--- src/sspc_pkg.sv ---
/*
 * Shared constants of the synchronous pin-controlled static memory.
 * Assumes nothing of its surroundings; imported by both design modules.
 */
package sspc_pkg;
    // ------------------------------------------------------------
    // geometry
    // ------------------------------------------------------------
    // shallow by default: the array is flip-flops, so a full-size part would not elaborate sensibly
    localparam int DEF_ADDR_W = 4;
    localparam int DEF_LANES = 4;
    localparam int DEF_LANE_W = 9;
    localparam int LSB_W = 2;
    localparam int BURST_W = 2;
    localparam int MAX_LANES = 4;
    // ------------------------------------------------------------
    // lane positions inside the packed enable vector
    // ------------------------------------------------------------
    localparam int LANE_A = 0;
    localparam int LANE_B = 1;
    localparam int LANE_C = 2;
    localparam int LANE_D = 3;
    // ------------------------------------------------------------
    // reset values and the burst step
    // ------------------------------------------------------------
    localparam logic [BURST_W-1:0] RST_CNT = 2'h0;
    localparam logic [1:0] RST_SNOOZE_SYNC = 2'h0;
    // output enable synchronizer starts at "disabled" so the bus stays quiet
    localparam logic [1:0] RST_OE_SYNC = 2'h3;
    localparam logic [BURST_W-1:0] BURST_STEP = 2'h1;
endpackage

--- src/sspc_burst_seq.sv ---
/*
 * Burst address sequencer: turns the loaded low address bits and the
 * burst step into the low address bits of the current access.
 * Assumes the caller keeps the step counter and the order select.
 */
`timescale 1ns/10ps
`default_nettype none
module sspc_burst_seq #(
    parameter int CNT_W = sspc_pkg::BURST_W
) (
    input wire logic [CNT_W-1:0] base_lsb,
    input wire logic [CNT_W-1:0] step,
    input wire logic interleave,
    output logic [CNT_W-1:0] seq_lsb
);
    import sspc_pkg::*;

    // ------------------------------------------------------------
    // sequence
    // ------------------------------------------------------------
    logic [CNT_W-1:0] lin_lsb;

    initial begin
        if (CNT_W < 1) begin
            $error("burst counter width must be at least one");
        end
    end

    // linear wraps within the burst, interleaved flips bits of the base
    assign lin_lsb = CNT_W'(base_lsb + step);
    assign seq_lsb = interleave ? (base_lsb ^ step) : lin_lsb; // RULE_19
endmodule
`default_nettype wire

--- src/sspc_sram_pin_ctrl.sv ---
/*
 * Device-side control logic of a pipelined synchronous static memory with
 * no turnaround cycles: registered address, lane write enables, three chip
 * selects, clock enable, read/write select, burst, snooze and output enable.
 * Assumes a controller on ref_clk drives the synchronous pins; snooze and
 * output enable are asynchronous and are synchronized here.
 */
// Function
// RULE_01 - every address input is registered on the rising clock edge.
// RULE_02 - each active-low lane write enable gates writing of its own lane.
// RULE_03 - controller drives lane enables low to write, high to read.
// RULE_04 - two lanes a,b or four a..d; each covers byte plus parity.
// RULE_05 - address, data, selects, lane enables, burst control registered together.
// RULE_06 - primary active-low select enables, sampled only when an address loads.
// RULE_07 - secondary active-low select enables, sampled only when an address loads.
// RULE_08 - tertiary active-high select enables, sampled only when an address loads.
// RULE_09 - active-low clock enable lets edges act; sampled at rising edge.
// RULE_10 - clock enable high: ignore edges, hold all state, stretch prior cycle.
// RULE_11 - snooze high enters standby keeping all array contents.
// RULE_12 - while snoozing every other input is disregarded.
// RULE_13 - read/write select decides cycle type only when loading an address.
// RULE_14 - a read never turns into a write, nor back, without new load.
// RULE_15 - write with all lane enables low updates the whole data word.
// RULE_16 - active-low output enable turns data drivers on; high means undriven.
// RULE_17 - advance/load high advances burst counter, ignoring read/write select.
// RULE_18 - advance/load low at rising edge loads a new external address.
// RULE_19 - order select low linear, high interleaved; held while operating.
// RULE_20 - any inactive select at load: no access, array unchanged.
`timescale 1ns/10ps
`default_nettype none
module sspc_sram_pin_ctrl #(
    parameter int ADDR_W = sspc_pkg::DEF_ADDR_W,
    parameter int LANES = sspc_pkg::DEF_LANES,
    parameter int LANE_W = sspc_pkg::DEF_LANE_W
) (
    input wire logic ref_clk,
    input wire logic reset,
    input wire logic [ADDR_W-1:0] addr_in,
    input wire logic addr_lsb0,
    input wire logic addr_lsb1,
    input wire logic lane_a_wr_en_n,
    input wire logic lane_b_wr_en_n,
    input wire logic lane_c_wr_en_n,
    input wire logic lane_d_wr_en_n,
    input wire logic chip_sel_first_n,
    input wire logic chip_sel_second_n,
    input wire logic chip_sel_third,
    input wire logic clk_en_n,
    input wire logic wr_sel_n,
    input wire logic advance_load_sel,
    input wire logic burst_order_sel,
    input wire logic snooze_req,
    input wire logic out_en_n,
    input wire logic [LANES*LANE_W-1:0] data_in,
    output logic [LANES*LANE_W-1:0] data_out,
    output logic data_oe
);
    import sspc_pkg::*;

    // ------------------------------------------------------------
    // geometry and checks
    // ------------------------------------------------------------
    localparam int AW = ADDR_W + LSB_W;
    localparam int DEPTH = 1 << AW;
    localparam int DW = LANES * LANE_W;

    initial begin
        if (LANES != 2 && LANES != MAX_LANES) begin
            $error("lane count must be 2 or 4");
        end
        if (LANE_W != 8 && LANE_W != 9) begin
            $error("lane width must be 8 or 9");
        end
        if (ADDR_W < 1 || ADDR_W > 16) begin
            $error("upper address width must be 1 to 16");
        end
        // the burst sequencer works on exactly the two loaded low address bits
        if (LSB_W != BURST_W) begin
            $error("burst width must match the low address width");
        end
    end

    typedef struct packed {
        logic [DEPTH-1:0][DW-1:0] mem;
        logic [DW-1:0] rd_data;
        logic rd_valid;
        logic active;
        logic is_wr;
        logic [AW-1:0] base;
        logic [BURST_W-1:0] cnt;
        logic [1:0] snooze_sync;
        logic [1:0] oe_sync;
    } sspc_state_t;

    // ------------------------------------------------------------
    // decode helpers
    // ------------------------------------------------------------
    function automatic logic sspc_selected(input logic cs1_n, input logic cs2_n, input logic cs3);
        sspc_selected = !cs1_n && !cs2_n && cs3;
    endfunction

    sspc_state_t st_r;
    sspc_state_t st_nxt;
    logic snooze_s;
    logic oe_n_s;
    logic load;
    logic sel_now;
    logic [MAX_LANES-1:0] all_en_n;
    logic [LANES-1:0] lane_we_n;
    logic [AW-1:0] load_addr;
    logic [AW-1:0] cur_addr;
    logic [BURST_W-1:0] step;
    logic [BURST_W-1:0] seq_lsb;
    logic [DW-1:0] wr_word;
    logic do_access;
    logic do_write;

    assign snooze_s = st_r.snooze_sync[1];
    assign oe_n_s = st_r.oe_sync[1];
    assign load = !advance_load_sel; // RULE_18
    assign sel_now = sspc_selected(chip_sel_first_n, chip_sel_second_n, chip_sel_third);
    assign all_en_n = {lane_d_wr_en_n, lane_c_wr_en_n, lane_b_wr_en_n, lane_a_wr_en_n};
    assign lane_we_n = all_en_n[LANES-1:0]; // RULE_04
    assign load_addr = {addr_in, addr_lsb1, addr_lsb0};
    assign step = BURST_W'(st_r.cnt + BURST_STEP); // RULE_17

    sspc_burst_seq #(
        .CNT_W(BURST_W)
    ) u_burst (
        .base_lsb(st_r.base[BURST_W-1:0]),
        .step(step),
        .interleave(burst_order_sel),
        .seq_lsb(seq_lsb)
    );

    // ------------------------------------------------------------
    // access decision
    // ------------------------------------------------------------
    always_comb begin
        if (load) begin
            cur_addr = load_addr;
            // selects only matter on a load; during a burst they are don't-care
            do_access = sel_now; // RULE_06 RULE_07 RULE_08 RULE_20
            do_write = !wr_sel_n; // RULE_13
        end else begin
            cur_addr = {st_r.base[AW-1:BURST_W], seq_lsb};
            do_access = st_r.active;
            do_write = st_r.is_wr; // RULE_14 RULE_17
        end
    end

    always_comb begin
        wr_word = st_r.mem[cur_addr];
        for (int i = 0; i < LANES; i++) begin
            if (!lane_we_n[i]) begin
                wr_word[i*LANE_W +: LANE_W] = data_in[i*LANE_W +: LANE_W]; // RULE_02 RULE_15
            end
        end
    end

    // ------------------------------------------------------------
    // next state
    // ------------------------------------------------------------
    always_comb begin
        st_nxt = st_r;
        st_nxt.snooze_sync = {st_r.snooze_sync[0], snooze_req};
        st_nxt.oe_sync = {st_r.oe_sync[0], out_en_n};
        if (snooze_s) begin
            // standby: nothing moves, the array keeps its contents
            st_nxt.rd_valid = st_r.rd_valid; // RULE_11 RULE_12
        end else if (clk_en_n) begin
            // suspended edge: the previous cycle simply lasts longer
            st_nxt.rd_valid = st_r.rd_valid; // RULE_09 RULE_10
        end else begin
            if (load) begin
                st_nxt.base = load_addr; // RULE_01 RULE_05
                st_nxt.cnt = RST_CNT;
                st_nxt.active = sel_now;
                st_nxt.is_wr = !wr_sel_n;
            end else begin
                st_nxt.cnt = step;
            end
            st_nxt.rd_valid = 1'b0;
            if (do_access && do_write) begin
                st_nxt.mem[cur_addr] = wr_word;
            end else if (do_access) begin
                st_nxt.rd_data = st_r.mem[cur_addr];
                st_nxt.rd_valid = 1'b1;
            end
        end
        if (reset) begin
            st_nxt = '0;
            st_nxt.cnt = RST_CNT;
            st_nxt.snooze_sync = RST_SNOOZE_SYNC;
            st_nxt.oe_sync = RST_OE_SYNC;
        end
    end

    always_ff @(posedge ref_clk) begin
        st_r <= st_nxt;
    end

    // ------------------------------------------------------------
    // data pins
    // ------------------------------------------------------------
    assign data_out = st_r.rd_data;
    // drivers also drop in standby so a snoozing part never fights the bus
    assign data_oe = st_r.rd_valid && !oe_n_s && !snooze_s; // RULE_16

    // ------------------------------------------------------------
    // checks
    // ------------------------------------------------------------
    logic live;
    assign live = !snooze_s && !clk_en_n;

    a_deselect_no_write: assert property (@(posedge ref_clk) disable iff (reset) // RULE_20
        live && load && !sel_now |=> $stable(st_r.mem) && !st_r.rd_valid && !st_r.active)
        else $error("deselected load touched the array");

    a_suspend_holds: assert property (@(posedge ref_clk) disable iff (reset) // RULE_10
        !snooze_s && clk_en_n |=> $stable(st_r.mem) && $stable(st_r.rd_data) && $stable(st_r.cnt)
            && $stable(st_r.rd_valid) && $stable(st_r.base))
        else $error("state moved while clock enable was high");

    a_snooze_retains: assert property (@(posedge ref_clk) disable iff (reset) // RULE_11
        snooze_s |=> $stable(st_r.mem) && $stable(st_r.base) && $stable(st_r.cnt))
        else $error("state moved during snooze");

    // pin level two edges back, since both asynchronous pins pass a two-stage synchronizer
    a_snooze_quiet: assert property (@(posedge ref_clk) disable iff (reset) // RULE_12
        $past(snooze_req, 2) |-> !data_oe)
        else $error("data driven during snooze");

    a_oe_gates_bus: assert property (@(posedge ref_clk) disable iff (reset) // RULE_16
        data_oe |-> !$past(out_en_n, 2) && st_r.rd_valid)
        else $error("data driven without output enable");

    a_load_read_data: assert property (@(posedge ref_clk) disable iff (reset) // RULE_18
        live && load && sel_now && wr_sel_n |=> st_r.rd_valid && data_out == $past(st_r.mem[cur_addr]))
        else $error("selected read did not return the addressed word");

    a_burst_type_kept: assert property (@(posedge ref_clk) disable iff (reset) // RULE_14
        live && !load |=> $stable(st_r.is_wr) && $stable(st_r.active) && st_r.cnt == $past(step))
        else $error("burst changed its cycle type or failed to advance");

    a_lane_a_gated: assert property (@(posedge ref_clk) disable iff (reset) // RULE_02
        live && do_access && do_write && lane_a_wr_en_n
        |=> st_r.mem[$past(cur_addr)][LANE_W-1:0] == $past(st_r.mem[cur_addr][LANE_W-1:0]))
        else $error("disabled lane a was written");

    a_full_write: assert property (@(posedge ref_clk) disable iff (reset) // RULE_15
        live && do_access && do_write && lane_we_n == '0 |=> st_r.mem[$past(cur_addr)] == $past(data_in))
        else $error("full-width write lost data");

    a_addr_captured: assert property (@(posedge ref_clk) disable iff (reset) // RULE_01
        live && load |=> st_r.base == $past(load_addr) && st_r.cnt == RST_CNT)
        else $error("address not captured on load");

    a_selects_on_load: assert property (@(posedge ref_clk) disable iff (reset) // RULE_06 RULE_07 RULE_08
        live && load |=> st_r.active == $past(!chip_sel_first_n && !chip_sel_second_n && chip_sel_third))
        else $error("chip selects not taken on load");

    a_read_keeps_array: assert property (@(posedge ref_clk) disable iff (reset) // RULE_13
        live && do_access && !do_write |=> $stable(st_r.mem))
        else $error("read access changed the array");

    a_write_no_readout: assert property (@(posedge ref_clk) disable iff (reset) // RULE_13
        live && do_access && do_write |=> !st_r.rd_valid && !data_oe)
        else $error("write access drove read data");

    a_burst_read_data: assert property (@(posedge ref_clk) disable iff (reset) // RULE_17
        live && !load && st_r.active && !st_r.is_wr |=> st_r.rd_valid && data_out == $past(st_r.mem[cur_addr]))
        else $error("burst read did not return the advanced word");

    a_idle_burst_quiet: assert property (@(posedge ref_clk) disable iff (reset) // RULE_20
        live && !load && !st_r.active |=> $stable(st_r.mem) && !st_r.rd_valid)
        else $error("burst after a deselected load made an access");

    a_linear_order: assert property (@(posedge ref_clk) disable iff (reset) // RULE_19
        !load && !burst_order_sel |-> cur_addr[BURST_W-1:0] == BURST_W'(st_r.base[BURST_W-1:0] + step))
        else $error("linear burst address out of sequence");

    a_interleave_order: assert property (@(posedge ref_clk) disable iff (reset) // RULE_19
        !load && burst_order_sel |-> cur_addr[BURST_W-1:0] == (st_r.base[BURST_W-1:0] ^ step))
        else $error("interleaved burst address out of sequence");

    // a gating check and a write check per lane, the parity bit rides with its byte
    for (genvar g = 0; g < LANES; g++) begin : g_lane_chk
        a_lane_gated: assert property (@(posedge ref_clk) disable iff (reset) // RULE_02 RULE_04
            live && do_access && do_write && lane_we_n[g]
            |=> st_r.mem[$past(cur_addr)][g*LANE_W +: LANE_W] == $past(st_r.mem[cur_addr][g*LANE_W +: LANE_W]))
            else $error("disabled lane was written");

        a_lane_taken: assert property (@(posedge ref_clk) disable iff (reset) // RULE_02 RULE_04
            live && do_access && do_write && !lane_we_n[g]
            |=> st_r.mem[$past(cur_addr)][g*LANE_W +: LANE_W] == $past(data_in[g*LANE_W +: LANE_W]))
            else $error("enabled lane was not written");
    end

    c_read: cover property (@(posedge ref_clk) disable iff (reset) live && load && sel_now && wr_sel_n);
    c_write: cover property (@(posedge ref_clk) disable iff (reset) live && load && sel_now && !wr_sel_n);
    c_burst: cover property (@(posedge ref_clk) disable iff (reset) live && !load && st_r.active);
    c_snooze: cover property (@(posedge ref_clk) disable iff (reset) snooze_s ##1 !snooze_s);
    c_interleave: cover property (@(posedge ref_clk) disable iff (reset) live && !load && st_r.active && burst_order_sel);
endmodule
`default_nettype wire

--- config.mk ---
export PLATFORM = sky130hd
export DESIGN_NAME = sspc_sram_pin_ctrl
export DESIGN_NICKNAME = d
export VERILOG_FILES = /design/src/sspc_pkg.sv /design/src/sspc_burst_seq.sv /design/src/sspc_sram_pin_ctrl.sv
export SDC_FILE = /design/constraint.sdc
export NUM_CORES = 2
export LEC_CHECK = 0
export ABC_AREA = 1
export BUFFER_PORTS_ARGS = -buffer_cell sky130_fd_sc_hd__buf_2
export CORE_MARGIN = 1
export CORE_UTILIZATION = 35
export DETAILED_ROUTE_END_ITERATION = 10
export GPL_ROUTABILITY_DRIVEN = 0
export HOLD_SLACK_MARGIN = 0.06
export MAX_ROUTING_LAYER = met4
export PLACE_DENSITY = 0.54
export SYNTH_ARGS = -nofsm -noshare
export SYNTH_HDL_FRONTEND = slang
export SYNTH_SLANG_ARGS = --single-unit
--- constraint.sdc ---
create_clock -name ref_clk -period 2.5 [get_ports ref_clk]
set_clock_uncertainty 0.05 [all_clocks]
set_input_delay 0.25 -clock ref_clk [delete_from_list [all_inputs] [get_ports ref_clk]]
set_output_delay 0.25 -clock ref_clk [all_outputs]
set_load 0.02 [all_outputs]
==> After elaboration in Yosys (flattened, before gate mapping) <==
Index checks and enable logic that the tools add are counted.
{ "word_totals": {"word_cells": 112, "register_bits": 2355, "input_bits": 57} }
{ "classes": {"n_bitwise": 5, "n_reduce_logical": 15, "magnitude_cmp": 2, "addsub": 2, "mux": 16} }
{ "op_table": {"columns": ["operator", "n"], "rows": [
  ["$bwmux W2304", 1],
  ["$bmux W36 S6", 1],
  ["$demux W36 S6", 1],
  ["$mux W36", 2],
  ["$mux W9", 4],
  ["$lt A6 B7 Y1 const B", 1],
  ["$ge A6 B1 Y1 const B", 1],
  ["$logic_and A1 B1 Y1", 6],
  ["$mux W6", 1],
  ["$reduce_and A3 Y1", 2],
  ["$logic_not A1 Y1", 5],
  ["$mux W1", 4],
  ["$mux W2", 2],
  ["$not A1 Y1", 4],
  ["$reduce_and A4 Y1", 1],
  ["$add A2 B1 Y2 const B", 1],
  ["$add A2 B2 Y2", 1],
  ["$reduce_and A2 Y1", 1],
  ["$xor A2 B2 Y2", 1]
]} }

==> Longest topological paths before layout <==
{ "depth": {"ltp_word": 9, "mapped_depth": 22, "mapped_depth_nobuf": 19} }

==> Modules after synthesis <==
Synthesis repeated with hierarchy kept, for this count alone.
{ "unflattened": {"hier_cells": 15395, "area_unflattened_um2": 104995.7} }
{ "modules_own_cells": {"columns": ["mod", "cells_per_inst", "area_per_inst_um2", "seq_area_each_um2", "instances"], "rows": [
  ["sspc_sram_pin_ctrl", 15380, 104928.1, 47145.2, 1],
  ["sspc_burst_seq", 15, 67.6, 0.0, 1]
]} }

==> Worst setup path before layout <==
OpenSTA, ideal clock, no wires.
{ "synth_timing": {"path_kind": "flip-flop to flip-flop", "from": "register st_r[4] (netlist bit)", "to": "register st_r[1221] (netlist bit)", "n_path_buf": 3, "period_less_slack_ps": 2498, "path_stages_with_launch": 22, "setup_slack_ps": 2, "t_arrival_ps": 2319, "cell_sequence": "dfxtp_1 > inv_2 > ha_1 > nand2_1 > nand2_1 > nand3_1 > nand2_1 > nand2_4 > nand2_8 > nand2_1 > inv_2 > buf_4 > buf_2 > nand2_1 > nand3_1 > nand2_1 > nand2_1 > nor2_1 > nand3_2 > nand2_2 > buf_2 > a21oi_1"} }
{ "synth_via": {"elab_chain_cells": 9, "word_cells_on_any_way": 14, "cone_classes": "2 x add/sub; 2 x order compare; 8 x mux; 1 x bitwise; 1 x reduce/logical"} }
{ "synth_lines": {"columns": ["element", "line_no", "text"], "rows": [
  ["start, declared", "sspc_sram_pin_ctrl.sv:102", "sspc_state_t st_r;"],
  ["start signal, assigned", "sspc_sram_pin_ctrl.sv:200", "st_r <= st_nxt;"],
  ["$add A2 B1 Y2 *", "sspc_sram_pin_ctrl.sv:125", "assign step = BURST_W'(st_r.cnt + BURST_STEP);"],
  ["$add A2 B2 Y2 / $xor A2 B2 Y2 (equally long branches)", "sspc_burst_seq.sv:30, sspc_burst_seq.sv:31", null],
  ["$mux W2 *", "sspc_burst_seq.sv:31", "assign seq_lsb = interleave ? (base_lsb ^ step) : lin_lsb;"],
  ["$mux W6 *", "sspc_sram_pin_ctrl.sv:140", "if (load) begin"],
  ["$lt A6 B7 Y1 (not written as such) / $ge A6 B1 Y1 (equally long branches)", "sspc_sram_pin_ctrl.sv:185", "st_nxt.mem[cur_addr] = wr_word;"],
  ["$logic_and A1 B1 Y1 (not written as such)", "sspc_sram_pin_ctrl.sv:185", null],
  ["$mux W36 (not written as such)", "sspc_sram_pin_ctrl.sv:185", null],
  ["$demux W36 S6", "sspc_sram_pin_ctrl.sv:185", null],
  ["$bwmux W2304 *", "sspc_sram_pin_ctrl.sv:185", null]
]} }
Mark *: on every way between the ends. The rest lies on a longest branch, timed or not. The select of a mux whose other input is x is not followed.
A chain may end at the register's enable or synchronous reset.

==> Final worst setup path <==
{ "layout_timing": {"from": "register st_r[4] (netlist bit)", "to": "register st_r[2337] (netlist bit)"} }
The elaborated chain is that of the path after synthesis.

==> out/summary.txt <==
run status: finished with violations
failing checks: setup timing
GRT Overall Usage: 0.270
I/O pin cnt: 94
Place WS: -770 ps
filler cell count in the final layout: 29900
CP required: 3180 ps
RSZ-0062 raised after global routing: true
first-pass GRT wire length: 605000 um
sw frac: 0.257
Clock Tree Buf Depth: 4
switching power: 22300 uW
most common cell after layout, fill and taps aside: nand2_1
Die Area: 0.298 mm2
dpl cell area: 0.114 mm2
leakage: 0.0561 uW
DRT Wirelength: 412000 um
PwrDens: 683 mW/mm2
max-cap violations: 0
Placed Cells: 18500
distinct cell type count of the synthesized netlist: 29
Pre-antenna DRT Iters: 7
crit-path max FO: 14
clock-pin slew on the worst setup and hold paths: 60 ps
FP Rows: 199
Max Transition Viols Final: 0
CTS tree: built
Tcrit/Tclk final: 1.29
# nets final: 15000
initial core utilization: 0.352
worst slew pin tran: 845 ps
core area: 0.294 mm2
Synth Register Bits: 2355
clk sinks: 2355
vias in the first global route: 92100
CP arrival: 3900 ps
Setup TNS Final: -1404720 ps
Syn. warnings: 0
average via count per standard cell: 5.29
via count: 101000
routed length per instance: 21.6 um
pin count of the biggest net entering global routing: 157
clk_lat worst skew: 870 ps
post-DP HPWL: 245000 um
Initial DRC Count: 10200
Die Span X: 545 um
Int Pwr: 64600 uW
Syn Nets: 15000
Gate power share: 0.106
Finished Layout Cells: 19100
Mean Syn Cell Area: 6.91 um2
Final Setup Violations: 2340
root buf cell: clkbuf_16
final worst path period need: 3220 ps
final hold vios: 0
total CTS buffers: 268
CP Launch Type: flip-flop
H-tree Lvls: 5
WS Path Type: reg2reg
Antenna Nets Post-Route: 0
R2R Setup Slk: -720 ps
Clock power frac: 0.461
Die Y: 545 um
final worst slack: -721 ps
Final Instance Area: 0.127 mm2
Flop pwr share: 0.433
CP endpoint kind: flip-flop
layout overhead on the synthesized area: 23.0%
Mapped Area: 0.103 mm2
peak supply drop: 0.488 mV
most frequent cells in the layout: 5374 x nand2_1, 2353 x dfxtp_1, 2340 x a21oi_1
f_max: 310 MHz
GR Overflow Total: 0
# DRC: 0
Slew headroom: 0.437
Buffers on Ports: 93
initial antenna violation count: 8
Post-Syn Instances: 15000
proportion of layout cells with a drive suffix above 1: 0.127
HP Class: in2reg
sequential area share after synthesis: 0.456
-- state kept, by name, summed over array words and instances, names as in the netlist --
register and cells:
st_r 2317, data_out 36, oe_n_s 1, snooze_s 1
-- metrics by stage --
step / hold slack (ps) / utilization / power [uW]
after floorplan: 299 / - / 42200
after global placement: 344 / 0.389 / 46300
after detailed placement: 344 / 0.389 / 46300
after CTS: 67.5 / 0.427 / 86800
after global routing: 103 / 0.433 / 89100
final: 87.0 / 0.433 / 86800
-- metal layers --
layer	share of wire	GRT usage	up-vias	routed length, um
met1	0.45	0.366	47400	186000
met5	0	-	-	0
li1	-	-	49400	-
met3	0.067	0.0294	667	27500
met4	0.033	0.0901	0	13700
met2	0.45	0.419	3521	184000
-- cell usage after synthesis --
library cell  number  area share
o21ai_1           81      0.0039
inv_2             14     0.00051
buf_1             81      0.0029
nand3_2           16      0.0015
nor2_1            84      0.0031
nor3b_1            1    0.000073
nand2_4           20      0.0022
or2_1              1    0.000061
inv_1             88      0.0032
buf_4            242       0.018
nand4_1            3     0.00018
nand2_8            2     0.00039
clkbuf_1         772       0.028
inv_4              1    0.000061
a211oi_1           2     0.00015
o21ai_2            4     0.00034
and2_1             1    0.000061
o21ai_0         2298        0.11
nor2_4            15      0.0016
buf_6             15      0.0016
ha_1               1     0.00012
nand3_1          565       0.027
nor2_2            60      0.0036
or2_2             38      0.0023
nand2_1         5446        0.20
a21oi_1         2378        0.12
buf_2            346       0.017
nand2_2           35      0.0021
dfxtp_1         2355        0.46
-- what timing repair did --
item	CTS	global route
gates resized for setup	173	181
pin swaps	39	40
gates cloned	34	32
endpoints found under the setup margin	2340	2340
hold endpoints to repair	1543	0
setup buffers	38	27
hold buffers	45	0
-- critical path, cell delays in order (launching register included) --
cell	delay, ps
dfxtp_2	330
inv_2	50
ha_4	160
nand2_2	70
nand2_2	60
nand2_2	70
nand2_2	70
nand2_4	80
nand2_8	70
nand2_8	80
buf_12	130
nor2_4	60
buf_12	140
buf_8	130
buf_16	150
buf_12	120
buf_12	140
nand2_1	70
nand3_1	130
nand2_1	100
nand2_1	60
nor2_2	140
nand3_2	110
nand2_4	180
clkbuf_16	240
a21oi_1	80
-- logic make-up after synthesis --
group                    share of synthesized area
AO/OA/AOI/OAI                                0.231
adder cells (fa/ha/maj)                   0.000121
flip-flops                                   0.456
buffers and inverters                       0.0707
AND/OR/NAND/NOR                              0.242
-- path summary, 6_finish.rpt --
check,startpoint,endpoint,cells after the start
min,data_in[26],st_r[437],5
max reg2reg,st_r[4],st_r[2337],25
min reg2reg,st_r[0],oe_n_s,1
max,st_r[4],st_r[2337],25
-- power groups by stage --
stage               Combinational [uW]  Clock [uW]  Sequential, uW
floorplan                         3780           0           38400
global placement                  7910           0           38400
detailed placement                7870           0           38400
CTS                               8590       40700           37600
global route                      9410       42100           37600
finish                            9180       40000           37600
-- cell type report --
class | instances | area [um2] | share of cell area
sequential | 2355 | 47100 | 0.371
multi-input combinational | 11100 | 50200 | 0.394
clock inverter | 54 | 717 | 0.00564
clock buffer | 387 | 8020 | 0.0631
inverter | 103 | 443 | 0.00348
tap | 3919 | 4900 | 0.0386
antenna | 8 | 20.0 | 0.000157
timing repair buffer | 1195 | 15800 | 0.124
Note: power is estimated with default switching activity, not from simulation.
